### config.mk
export PLATFORM = sky130hd
export DESIGN_NAME = swr_master
export DESIGN_NICKNAME = d
export VERILOG_FILES = /design/src/swr_pkg.sv /design/src/swr_fifo.sv /design/src/swr_master.sv
export VERILOG_INCLUDE_DIRS = /design/src
export SDC_FILE = /design/constraint.sdc
export NUM_CORES = 1
export LEC_CHECK = 0
export ABC_AREA = 1
export BUFFER_PORTS_ARGS = -buffer_cell sky130_fd_sc_hd__buf_2
export CAP_MARGIN = 30
export CORE_MARGIN = 8
export CORE_UTILIZATION = 59
export CTS_BUF_LIST = sky130_fd_sc_hd__clkbuf_8
export DETAILED_ROUTE_END_ITERATION = 8
export GPL_TIMING_DRIVEN = 0
export PLACE_DENSITY_LB_ADDON = 0.25
export RECOVER_POWER = 100
export SLEW_MARGIN = 20
export SYNTH_ARGS = -nofsm -noshare
export SYNTH_HDL_FRONTEND = slang
export SYNTH_SLANG_ARGS = --single-unit
### constraint.sdc
create_clock -name CLK_SYS_IN -period 6.2 [get_ports CLK_SYS_IN]
set_input_delay 0.31 -clock CLK_SYS_IN [delete_from_list [all_inputs] [get_ports CLK_SYS_IN]]
set_output_delay 0.31 -clock CLK_SYS_IN [all_outputs]
set_load 0.05 [all_outputs]
### src/swr_map.svh
`ifndef SWR_MAP_SVH
`define SWR_MAP_SVH

// ----------------------------------------------------------------------
// Clock and conversion of times to cycles
// ----------------------------------------------------------------------
`define SWR_CLK_MHZ 250
`define SWR_CYC_MIN(ns) ((((ns) * `SWR_CLK_MHZ) + 999) / 1000)
`define SWR_CYC_MAX(ns) (((ns) * `SWR_CLK_MHZ) / 1000)

// ----------------------------------------------------------------------
// ROM function command codes
// ----------------------------------------------------------------------
`define SWR_CMD_READ_ID 8'h33
`define SWR_CMD_MATCH 8'h55
`define SWR_CMD_SKIP 8'hcc
`define SWR_CMD_SEARCH 8'hf0
`define SWR_CMD_FAST_SKIP 8'h3c
`define SWR_CMD_FAST_MATCH 8'h69

// ----------------------------------------------------------------------
// Regular speed times, ns
// ----------------------------------------------------------------------
`define SWR_RST_LOW_REG_NS 480000
`define SWR_RST_HIGH_REG_NS 480000
`define SWR_PRES_SAMP_REG_NS 70000
`define SWR_LOW1_REG_NS 6000
`define SWR_LOW0_REG_NS 60000
`define SWR_LOWR_REG_NS 1000
`define SWR_RD_SAMP_REG_NS 12000
`define SWR_SLOT_REG_NS 70000

// ----------------------------------------------------------------------
// Fast speed times, ns
// ----------------------------------------------------------------------
`define SWR_RST_LOW_FAST_NS 48000
`define SWR_RST_HIGH_FAST_NS 48000
`define SWR_PRES_SAMP_FAST_NS 8000
`define SWR_LOW1_FAST_NS 1000
`define SWR_LOW0_FAST_NS 6000
`define SWR_LOWR_FAST_NS 1000
`define SWR_RD_SAMP_FAST_NS 1500
`define SWR_SLOT_FAST_NS 8000

// ----------------------------------------------------------------------
// Sizes
// ----------------------------------------------------------------------
`define SWR_BITS_PER_BYTE 4'h8
`define SWR_FIFO_DEPTH 16

`endif

### src/swr_pkg.sv
package swr_pkg;

  typedef enum logic [2:0] {
    SWR_OP_RESET,
    SWR_OP_RESET_REG,
    SWR_OP_WRITE,
    SWR_OP_READ,
    SWR_OP_TRIPLET
  } swr_op_e;

  typedef enum logic [1:0] {
    SWR_RSP_PRESENCE,
    SWR_RSP_BYTE,
    SWR_RSP_TRIPLET
  } swr_rsp_e;

  typedef struct packed {
    swr_op_e op;
    logic [7:0] data;
  } swr_cmd_s;

  typedef struct packed {
    swr_rsp_e kind;
    logic [7:0] data;
  } swr_rsp_s;

endpackage : swr_pkg
### src/swr_fifo.sv
`timescale 1ns/1ps

module swr_fifo #(
  parameter int W = 10,
  parameter int DEPTH = 16
) (
  // Clock and reset
  input wire logic clk_in,
  input wire logic reset_n_in,
  // Fill side
  input wire logic in_valid_in,
  input wire logic [W-1:0] in_data_in,
  output logic in_ready_out,
  // Drain side
  output logic out_valid_out,
  output logic [W-1:0] out_data_out,
  input wire logic out_ready_in
);

  localparam int AW = $clog2(DEPTH);

  logic [W-1:0] mem_ff [DEPTH];
  logic [AW:0] wr_ptr_ff;
  logic [AW:0] rd_ptr_ff;
  logic [AW:0] fill;
  logic push;
  logic pop;

  assign fill = wr_ptr_ff - rd_ptr_ff;
  assign in_ready_out = (fill != (AW+1)'(DEPTH));
  assign out_valid_out = (fill != '0);
  assign push = in_valid_in && in_ready_out;
  assign pop = out_valid_out && out_ready_in;
  assign out_data_out = mem_ff[rd_ptr_ff[AW-1:0]];

  // --------------------------------------------------------------------
  // Storage, one flop row per entry
  // --------------------------------------------------------------------
  for (genvar i = 0; i < DEPTH; i++) begin : g_entry
    always_ff @(posedge clk_in or negedge reset_n_in) begin
      if (!reset_n_in) begin
        mem_ff[i] <= '0;
      end else if (push && (wr_ptr_ff[AW-1:0] == AW'(i))) begin
        mem_ff[i] <= in_data_in;
      end
    end
  end

  always_ff @(posedge clk_in or negedge reset_n_in) begin
    if (!reset_n_in) begin
      wr_ptr_ff <= '0;
      rd_ptr_ff <= '0;
    end else begin
      wr_ptr_ff <= wr_ptr_ff + (AW+1)'(push);
      rd_ptr_ff <= rd_ptr_ff + (AW+1)'(pop);
    end
  end

endmodule : swr_fifo

### src/swr_master.sv
`timescale 1ns/1ps
`include "swr_map.svh"

module swr_master #(
  parameter int CW = 17,
  parameter int FIFO_DEPTH = `SWR_FIFO_DEPTH,
  parameter logic [CW-1:0] RST_LOW_REG = CW'(`SWR_CYC_MIN(`SWR_RST_LOW_REG_NS)),
  parameter logic [CW-1:0] RST_HIGH_REG =
    CW'(`SWR_CYC_MIN(`SWR_RST_HIGH_REG_NS)),
  parameter logic [CW-1:0] PRES_SAMP_REG =
    CW'(`SWR_CYC_MIN(`SWR_PRES_SAMP_REG_NS)),
  parameter logic [CW-1:0] RST_LOW_FAST =
    CW'(`SWR_CYC_MIN(`SWR_RST_LOW_FAST_NS)),
  parameter logic [CW-1:0] RST_HIGH_FAST =
    CW'(`SWR_CYC_MIN(`SWR_RST_HIGH_FAST_NS)),
  parameter logic [CW-1:0] LOW0_REG = CW'(`SWR_CYC_MIN(`SWR_LOW0_REG_NS)),
  parameter logic [CW-1:0] SLOT_REG = CW'(`SWR_CYC_MIN(`SWR_SLOT_REG_NS)),
  parameter logic [CW-1:0] SLOT_FAST = CW'(`SWR_CYC_MIN(`SWR_SLOT_FAST_NS))
) (
  // Clock and reset
  input wire logic CLK_SYS_IN,
  input wire logic RESET_N_IN,
  // Command port
  input wire logic CMD_VALID_IN,
  input wire swr_pkg::swr_cmd_s CMD_IN,
  output logic CMD_READY_OUT,
  // Response port
  output logic RSP_VALID_OUT,
  output swr_pkg::swr_rsp_s RSP_OUT,
  input wire logic RSP_READY_IN,
  // Single-wire bus pin
  input wire logic BUS_IN,
  output logic BUS_OUT,
  output logic BUS_OE_N_OUT,
  // Status
  output logic FAST_SPEED_OUT,
  output logic BUSY_OUT
);

  // --------------------------------------------------------------------
  // Short timing counts
  // --------------------------------------------------------------------
  localparam logic [CW-1:0] PRES_SAMP_FAST =
    CW'(`SWR_CYC_MIN(`SWR_PRES_SAMP_FAST_NS));
  localparam logic [CW-1:0] LOW1_REG = CW'(`SWR_CYC_MIN(`SWR_LOW1_REG_NS));
  localparam logic [CW-1:0] LOW1_FAST = CW'(`SWR_CYC_MIN(`SWR_LOW1_FAST_NS));
  localparam logic [CW-1:0] LOW0_FAST = CW'(`SWR_CYC_MIN(`SWR_LOW0_FAST_NS));
  localparam logic [CW-1:0] LOWR_REG = CW'(`SWR_CYC_MIN(`SWR_LOWR_REG_NS));
  localparam logic [CW-1:0] LOWR_FAST = CW'(`SWR_CYC_MIN(`SWR_LOWR_FAST_NS));
  localparam logic [CW-1:0] RD_SAMP_REG =
    CW'(`SWR_CYC_MAX(`SWR_RD_SAMP_REG_NS));
  localparam logic [CW-1:0] RD_SAMP_FAST =
    CW'(`SWR_CYC_MAX(`SWR_RD_SAMP_FAST_NS));

  typedef enum logic [1:0] {ST_IDLE, ST_RST_LOW, ST_RST_HIGH, ST_SLOT}
    swr_state_e;

  swr_state_e state_ff;
  swr_state_e nxt_state;
  swr_pkg::swr_op_e op_ff;
  logic [7:0] shreg_ff;
  logic [3:0] bit_ff;
  logic [CW-1:0] cnt_ff;
  logic fast_ff;
  logic rom_phase_ff;
  logic pref_ff;
  logic id_bit_ff;
  logic cmp_bit_ff;
  logic samp_ff;
  logic drive_ff;
  logic push_ff;
  swr_pkg::swr_rsp_s push_data_ff;
  logic bus_meta_ff;
  logic bus_sync_ff;
  logic fifo_ready;

  // --------------------------------------------------------------------
  // Pin synchroniser
  // --------------------------------------------------------------------
  always_ff @(posedge CLK_SYS_IN or negedge RESET_N_IN) begin
    if (!RESET_N_IN) begin
      bus_meta_ff <= 1'b1;
      bus_sync_ff <= 1'b1;
    end else begin
      bus_meta_ff <= BUS_IN;
      bus_sync_ff <= bus_meta_ff;
    end
  end

  // --------------------------------------------------------------------
  // Speed-dependent timing selection
  // --------------------------------------------------------------------
  wire [CW-1:0] t_rst_low = fast_ff ? RST_LOW_FAST : RST_LOW_REG;
  wire [CW-1:0] t_rst_high = fast_ff ? RST_HIGH_FAST : RST_HIGH_REG;
  wire [CW-1:0] t_pres_samp = fast_ff ? PRES_SAMP_FAST : PRES_SAMP_REG;
  wire [CW-1:0] t_low1 = fast_ff ? LOW1_FAST : LOW1_REG;
  wire [CW-1:0] t_low0 = fast_ff ? LOW0_FAST : LOW0_REG;
  wire [CW-1:0] t_lowr = fast_ff ? LOWR_FAST : LOWR_REG;
  wire [CW-1:0] t_rd_samp = fast_ff ? RD_SAMP_FAST : RD_SAMP_REG;
  wire [CW-1:0] t_slot = fast_ff ? SLOT_FAST : SLOT_REG;

  // --------------------------------------------------------------------
  // Slot decode
  // --------------------------------------------------------------------
  wire is_trip = (op_ff == swr_pkg::SWR_OP_TRIPLET);
  wire trip_write = is_trip && (bit_ff == 4'h2);
  wire slot_is_write = (op_ff == swr_pkg::SWR_OP_WRITE) || trip_write;
  // Search direction: follow the unanimous bit, else the preferred one
  wire trip_dir = (id_bit_ff != cmp_bit_ff) ? id_bit_ff : pref_ff;
  wire wr_bit = is_trip ? trip_dir : shreg_ff[0];
  wire [CW-1:0] slot_low = slot_is_write ? (wr_bit ? t_low1 : t_low0)
                                         : t_lowr;
  wire slot_end = (state_ff == ST_SLOT) && (cnt_ff == t_slot - 1'b1);
  wire samp_now = (state_ff == ST_SLOT) && !slot_is_write &&
                  (cnt_ff == t_rd_samp);
  wire rsth_end = (state_ff == ST_RST_HIGH) &&
                  (cnt_ff == t_rst_high - 1'b1);
  wire rstl_end = (state_ff == ST_RST_LOW) && (cnt_ff == t_rst_low - 1'b1);
  wire last_step = is_trip ? (bit_ff == 4'h2)
                           : (bit_ff == `SWR_BITS_PER_BYTE - 4'h1);
  wire op_done = slot_end && last_step;
  wire take = CMD_VALID_IN && CMD_READY_OUT;
  wire rom_code = rom_phase_ff && (op_ff == swr_pkg::SWR_OP_WRITE);
  // Writes rotate, so the whole code byte is in view at the last slot
  wire [7:0] wr_rot = {shreg_ff[0], shreg_ff[7:1]};
  // Identity exchange after a fast match must already run fast
  wire go_fast = op_done && rom_code &&
                 ((wr_rot == `SWR_CMD_FAST_SKIP) ||
                  (wr_rot == `SWR_CMD_FAST_MATCH));
  wire [7:0] rd_shift = {samp_ff, shreg_ff[7:1]};

  // Only one answer per command, but the last answer is pushed in the first idle cycle, so a take there can find no room at its own push
  assign CMD_READY_OUT = (state_ff == ST_IDLE) && fifo_ready;
  assign BUSY_OUT = (state_ff != ST_IDLE);
  assign FAST_SPEED_OUT = fast_ff;
  assign BUS_OUT = 1'b0;
  assign BUS_OE_N_OUT = !drive_ff;

  // --------------------------------------------------------------------
  // State machine
  // --------------------------------------------------------------------
  always_comb begin
    nxt_state = state_ff;
    case (state_ff)
      ST_IDLE: begin
        if (take) begin
          if ((CMD_IN.op == swr_pkg::SWR_OP_RESET) ||
              (CMD_IN.op == swr_pkg::SWR_OP_RESET_REG)) begin
            nxt_state = ST_RST_LOW;
          end else begin
            nxt_state = ST_SLOT;
          end
        end
      end
      ST_RST_LOW: begin
        if (rstl_end) begin
          nxt_state = ST_RST_HIGH;
        end
      end
      ST_RST_HIGH: begin
        if (rsth_end) begin
          nxt_state = ST_IDLE;
        end
      end
      ST_SLOT: begin
        if (op_done) begin
          nxt_state = ST_IDLE;
        end
      end
      default: nxt_state = ST_IDLE;
    endcase
  end

  always_ff @(posedge CLK_SYS_IN or negedge RESET_N_IN) begin
    if (!RESET_N_IN) begin
      state_ff <= ST_IDLE;
      cnt_ff <= '0;
    end else begin
      state_ff <= nxt_state;
      if (take || rstl_end || slot_end) begin
        cnt_ff <= '0;
      end else if (state_ff != ST_IDLE) begin
        cnt_ff <= cnt_ff + 1'b1;
      end
    end
  end

  // --------------------------------------------------------------------
  // Line drive: low only in reset low or the front of a slot
  // --------------------------------------------------------------------
  always_ff @(posedge CLK_SYS_IN or negedge RESET_N_IN) begin
    if (!RESET_N_IN) begin
      drive_ff <= 1'b0;
    end else begin
      drive_ff <= (nxt_state == ST_RST_LOW) ||
                  ((nxt_state == ST_SLOT) && !slot_end && !take &&
                   (cnt_ff + 1'b1 < slot_low)) ||
                  (take && (nxt_state == ST_SLOT));
    end
  end

  // --------------------------------------------------------------------
  // Command capture, shifting and speed flag
  // --------------------------------------------------------------------
  always_ff @(posedge CLK_SYS_IN or negedge RESET_N_IN) begin
    if (!RESET_N_IN) begin
      op_ff <= swr_pkg::SWR_OP_RESET;
      shreg_ff <= '0;
      bit_ff <= '0;
      pref_ff <= 1'b0;
      fast_ff <= 1'b0;
      rom_phase_ff <= 1'b0;
    end else begin
      if (take) begin
        op_ff <= CMD_IN.op;
        shreg_ff <= CMD_IN.data;
        pref_ff <= CMD_IN.data[0];
        bit_ff <= '0;
      end else if (slot_end) begin
        bit_ff <= bit_ff + 4'h1;
        if (op_ff == swr_pkg::SWR_OP_WRITE) begin
          shreg_ff <= wr_rot;
        end else if (op_ff == swr_pkg::SWR_OP_READ) begin
          shreg_ff <= rd_shift;
        end
      end
      if (take && (CMD_IN.op == swr_pkg::SWR_OP_RESET_REG)) begin
        fast_ff <= 1'b0;
      end else if (go_fast) begin
        fast_ff <= 1'b1;
      end
      if (rsth_end) begin
        rom_phase_ff <= 1'b1;
      end else if (op_done) begin
        rom_phase_ff <= 1'b0;
      end
    end
  end

  // --------------------------------------------------------------------
  // Line sampling and answers
  // --------------------------------------------------------------------
  always_ff @(posedge CLK_SYS_IN or negedge RESET_N_IN) begin
    if (!RESET_N_IN) begin
      samp_ff <= 1'b1;
      id_bit_ff <= 1'b0;
      cmp_bit_ff <= 1'b0;
      push_ff <= 1'b0;
      push_data_ff <= '0;
    end else begin
      push_ff <= 1'b0;
      if (samp_now) begin
        samp_ff <= bus_sync_ff;
        if (is_trip && (bit_ff == 4'h0)) begin
          id_bit_ff <= bus_sync_ff;
        end
        if (is_trip && (bit_ff == 4'h1)) begin
          cmp_bit_ff <= bus_sync_ff;
        end
      end
      if ((state_ff == ST_RST_HIGH) && (cnt_ff == t_pres_samp)) begin
        samp_ff <= bus_sync_ff;
      end
      if (rsth_end) begin
        push_ff <= 1'b1;
        push_data_ff <= '{kind: swr_pkg::SWR_RSP_PRESENCE,
                          data: {7'h00, !samp_ff}};
      end else if (op_done && (op_ff == swr_pkg::SWR_OP_READ)) begin
        push_ff <= 1'b1;
        push_data_ff <= '{kind: swr_pkg::SWR_RSP_BYTE, data: rd_shift};
      end else if (op_done && is_trip) begin
        push_ff <= 1'b1;
        push_data_ff <= '{kind: swr_pkg::SWR_RSP_TRIPLET,
                          data: {5'h00, trip_dir, cmp_bit_ff, id_bit_ff}};
      end
    end
  end

  // --------------------------------------------------------------------
  // Answer buffer; a full buffer holds off new commands
  // --------------------------------------------------------------------
  swr_fifo #(
    .W($bits(swr_pkg::swr_rsp_s)),
    .DEPTH(FIFO_DEPTH)
  ) u_rsp_fifo (
    .clk_in(CLK_SYS_IN),
    .reset_n_in(RESET_N_IN),
    .in_valid_in(push_ff),
    .in_data_in(push_data_ff),
    .in_ready_out(fifo_ready),
    .out_valid_out(RSP_VALID_OUT),
    .out_data_out(RSP_OUT),
    .out_ready_in(RSP_READY_IN)
  );

endmodule : swr_master

==> flow_summary.ini <==
[worst_setup_path]
crit_fanout = 10
critPathArrivalTime_ns = 4.38
crit_slowest_cell = a21boi_0
max_stage_delay_ns = 0.83
cp_cell_sequence = inv_1 > clkbuf_1 > ha_1 > nand2_1 > nand2_1 > nand3_1 > nand2_1 > xor2_1 > a21boi_0 > clkbuf_1 > ha_1 > ha_1 > nand3_1 > xnor2_1
start_kind = register
cp.required_ns = 6.61
end_kind = register
worstSetupPathType = register to register

[timing]
setup_viol = 0
final.setup.tns_ns = 0
period_minus_slack_ns = 3.97
slew_viol_final = 64
tightest_slew_ns = 3.49
rsz0062_at_grt = no
final.period_utilization_pct = 64.1
setup_slack_ns = 2.23
fmax_mhz = 252
slew_headroom_pct = -133
final_hold_viol_count = 0
finClkSkew_ns = 0.0188

[logic_synthesis]
yosysTopAreaCellShare_pct = 48.0
yosys.cell_count.top_type = nand2_1
synth_top_area_cell = dfrtp_1
synth.cells.most_frequent = 353 x nand2_1, 271 x o21ai_0, 221 x dfrtp_1, 141 x nor2_1, 93 x inv_1
synth_edf_count = 0
ys_types = 47
synth_ff_type = dfrtp_1
syn_avg_cell_area_um2 = 7.99
synth_area_um2 = 11500
synth_seq_area_share_pct = 48.7
synthTopCellsByArea = dfrtp_1 48%, o21ai_0 12%, nand2_1 12%, nor2_1 4.6%, nand3_1 3.1%
ys_warn_count = 0
synthArstFlopShare_pct = 100
synth_cells = 1440
syn_nets = 1481
yosys_register_bits = 224

[floorplan]
row_count = 51
start_util_pct = 59.5
coreArea_um2 = 19300
die_x_um = 156
ios = 32
die_y_um = 156
die_area_um2 = 24200

[job]
maxCapViolCount = 1

[clock_network]
post_cts_buffers = 0
numCtsBuffers = 39
worst_skew_pair.late_latency_ns = 0.54
hold_buffers = 7
cts_tree = built
post_cts_resized = 0
clockBufferDepth = 3
htree_levels = 2
cts.clk_slew.worst_paths_ns = 0.06
cts_root_buffer = clkbuf_8
clock-sinks = 224

[finish]
diodes = 0
nets = 1561
finalInstanceArea_um2 = 12800
fin_util_pct = 66.4
area_delta_synth_final_pct = 11.5
drive_gt1_share_pct = 7.62

[min_path]
hold_path_class = input pin to register

[grt]
grt_use_met1_pct = 35.2
grt_usage_pct = 26.8
antenna_found_initial = 0
met3_usage_pct = 5.73
grt_max_degree = 99
grt_pass1_vias = 10000
overflow = 0
busiest_layer = met2
grt_use_met2_pct = 42.3
grt_pass1_wl_um = 51700

[drt]
vias_per_cell = 5.73
wirelength_um = 31900
antenna_left = 0
drt_iter0_markers = 977
wl_per_cell_um = 17.6
first_pass_iters = 5
route.detailed.drc = 0
num_vias = 10400

[power]
ir_drop_mv = 0.299
p_leak_nw = 6.02
p_per_area_nw_per_um2 = 396

[placed_design]
dp_slack_ns = 2.88
hpwlAfterDp_um = 22600
place_congestion = 0.929
post_dp_cell_area_um2 = 12100
port_buffers = 30

[run_status]
violations = max-capacitance violations, max-slew violations
outcome = finished with violations
[worst max-delay path: cells and delay by family, from the launching register on]
kind / cells / cell delay [ns]
flip-flops: 1 / 0.49
AO/OA/AOI/OAI: 1 / 0.83
buffers and inverters: 3 / 0.97
AND/OR/NAND/NOR: 5 / 0.45
XOR/XNOR: 2 / 0.32
adder cells (fa/ha/maj): 3 / 0.77
[registers in the layout, indices dropped and copies added, names as in the netlist]
name	flops
u_rsp_fifo.mem_ff	160
cnt_ff	17
push_data_ff	10
shreg_ff	8
u_rsp_fifo.rd_ptr_ff	5
u_rsp_fifo.wr_ptr_ff	5
bit_ff	4
op_ff	3
state_ff	2
FAST_SPEED_OUT	1
bus_meta_ff	1
bus_sync_ff	1
cmp_bit_ff	1
drive_ff	1
id_bit_ff	1
pref_ff	1
push_ff	1
rom_phase_ff	1
samp_ff	1
[cells in the final DEF, fill, tap and decap left out, types with 3 or more instances in the layout]
cell type | Yosys | final
nand2_1 | 353 | 357
o21ai_0 | 271 | 275
dfrtp_1 | 221 | 221
nor2_1 | 141 | 145
inv_1 | 93 | 105
clkbuf_1 | 63 | 85
nand3_1 | 72 | 75
clkbuf_8 | 0 | 52
o22ai_1 | 33 | 33
buf_2 | 16 | 28
ha_1 | 25 | 25
xor2_1 | 21 | 21
o221ai_1 | 14 | 14
nand4_1 | 12 | 12
nor3_1 | 11 | 11
xnor2_1 | 9 | 9
o211ai_1 | 8 | 8
a21oi_1 | 7 | 7
dlygate4sd3_1 | 0 | 7
inv_2 | 7 | 5
nand2_2 | 7 | 4
nand2_4 | 4 | 3
dfstp_2 | 3 | 3
clkinv_2 | 0 | 3
[metrics by stage]
stage               hold slack [ns]  cells  power, W
floorplan                    0.0144   1440   0.00312
global placement              0.347   1735   0.00367
detailed placement            0.276   1737   0.00370
CTS                       0.0000707   1813   0.00512
global route                0.00949   1813   0.00536
finish                       0.0132   1813   0.00508
[power by group]
group | total, W | internal (W) | leakage (nW) | switching, W
combinational | 0.00205 | 0.000543 | 2.48 | 0.00150
sequential | 0.00163 | 0.00155 | 3.07 | 0.0000795
clock | 0.00141 | 0.000791 | 0.463 | 0.000616
total | 0.00508 | 0.00288 | 6.02 | 0.00220
[cell families (layout without fill, tap and decap cells)]
family	count (synthesis)	count (layout)	share of synthesized area, %
AOI/OAI and AO/OA	349	349	16.4
xor gates and xnor gates	30	30	2.28
adders and majority gates	25	25	2.72
buffers and inverters	189	297	6.74
DFF	224	224	48.7
other	1	1	0.0326
and+or+nand+nor	622	622	23.1
[layout make-up]
type,count,area (µm²)
timing repair buffer,39,255
multi-input combinational,1027,5070
buffer,88,372
clock inverter,17,103
inverter,101,379
tap,265,332
clock buffer,52,716
sequential,224,5610
fill,1631,6500
[worst paths after layout]
path	depth (start not counted)	startpoint	end	slack [ns]
min reg2reg	0	bus_meta_ff	bus_sync_ff	0.35
min	3	CMD_IN[1]	shreg_ff[1]	0.01
max	14	u_rsp_fifo.rd_ptr_ff[1]	u_rsp_fifo.wr_ptr_ff[4]	2.23
max reg2reg	14	u_rsp_fifo.rd_ptr_ff[1]	u_rsp_fifo.wr_ptr_ff[4]	2.23
min in group asynchronous	2	RESET_N_IN	u_rsp_fifo.mem_ff[46]	1.51
max in group asynchronous	4	RESET_N_IN	bus_sync_ff	2.72
[routing by layer]
metal / part of all wire, % / vias to the layer above
li1: - / 4922
met5: 0 / -
met1: 42 / 4888
met4: 3.6 / 0
met3: 8.5 / 96
met2: 46 / 484
No activity file was read; power rests on OpenSTA's default activity.
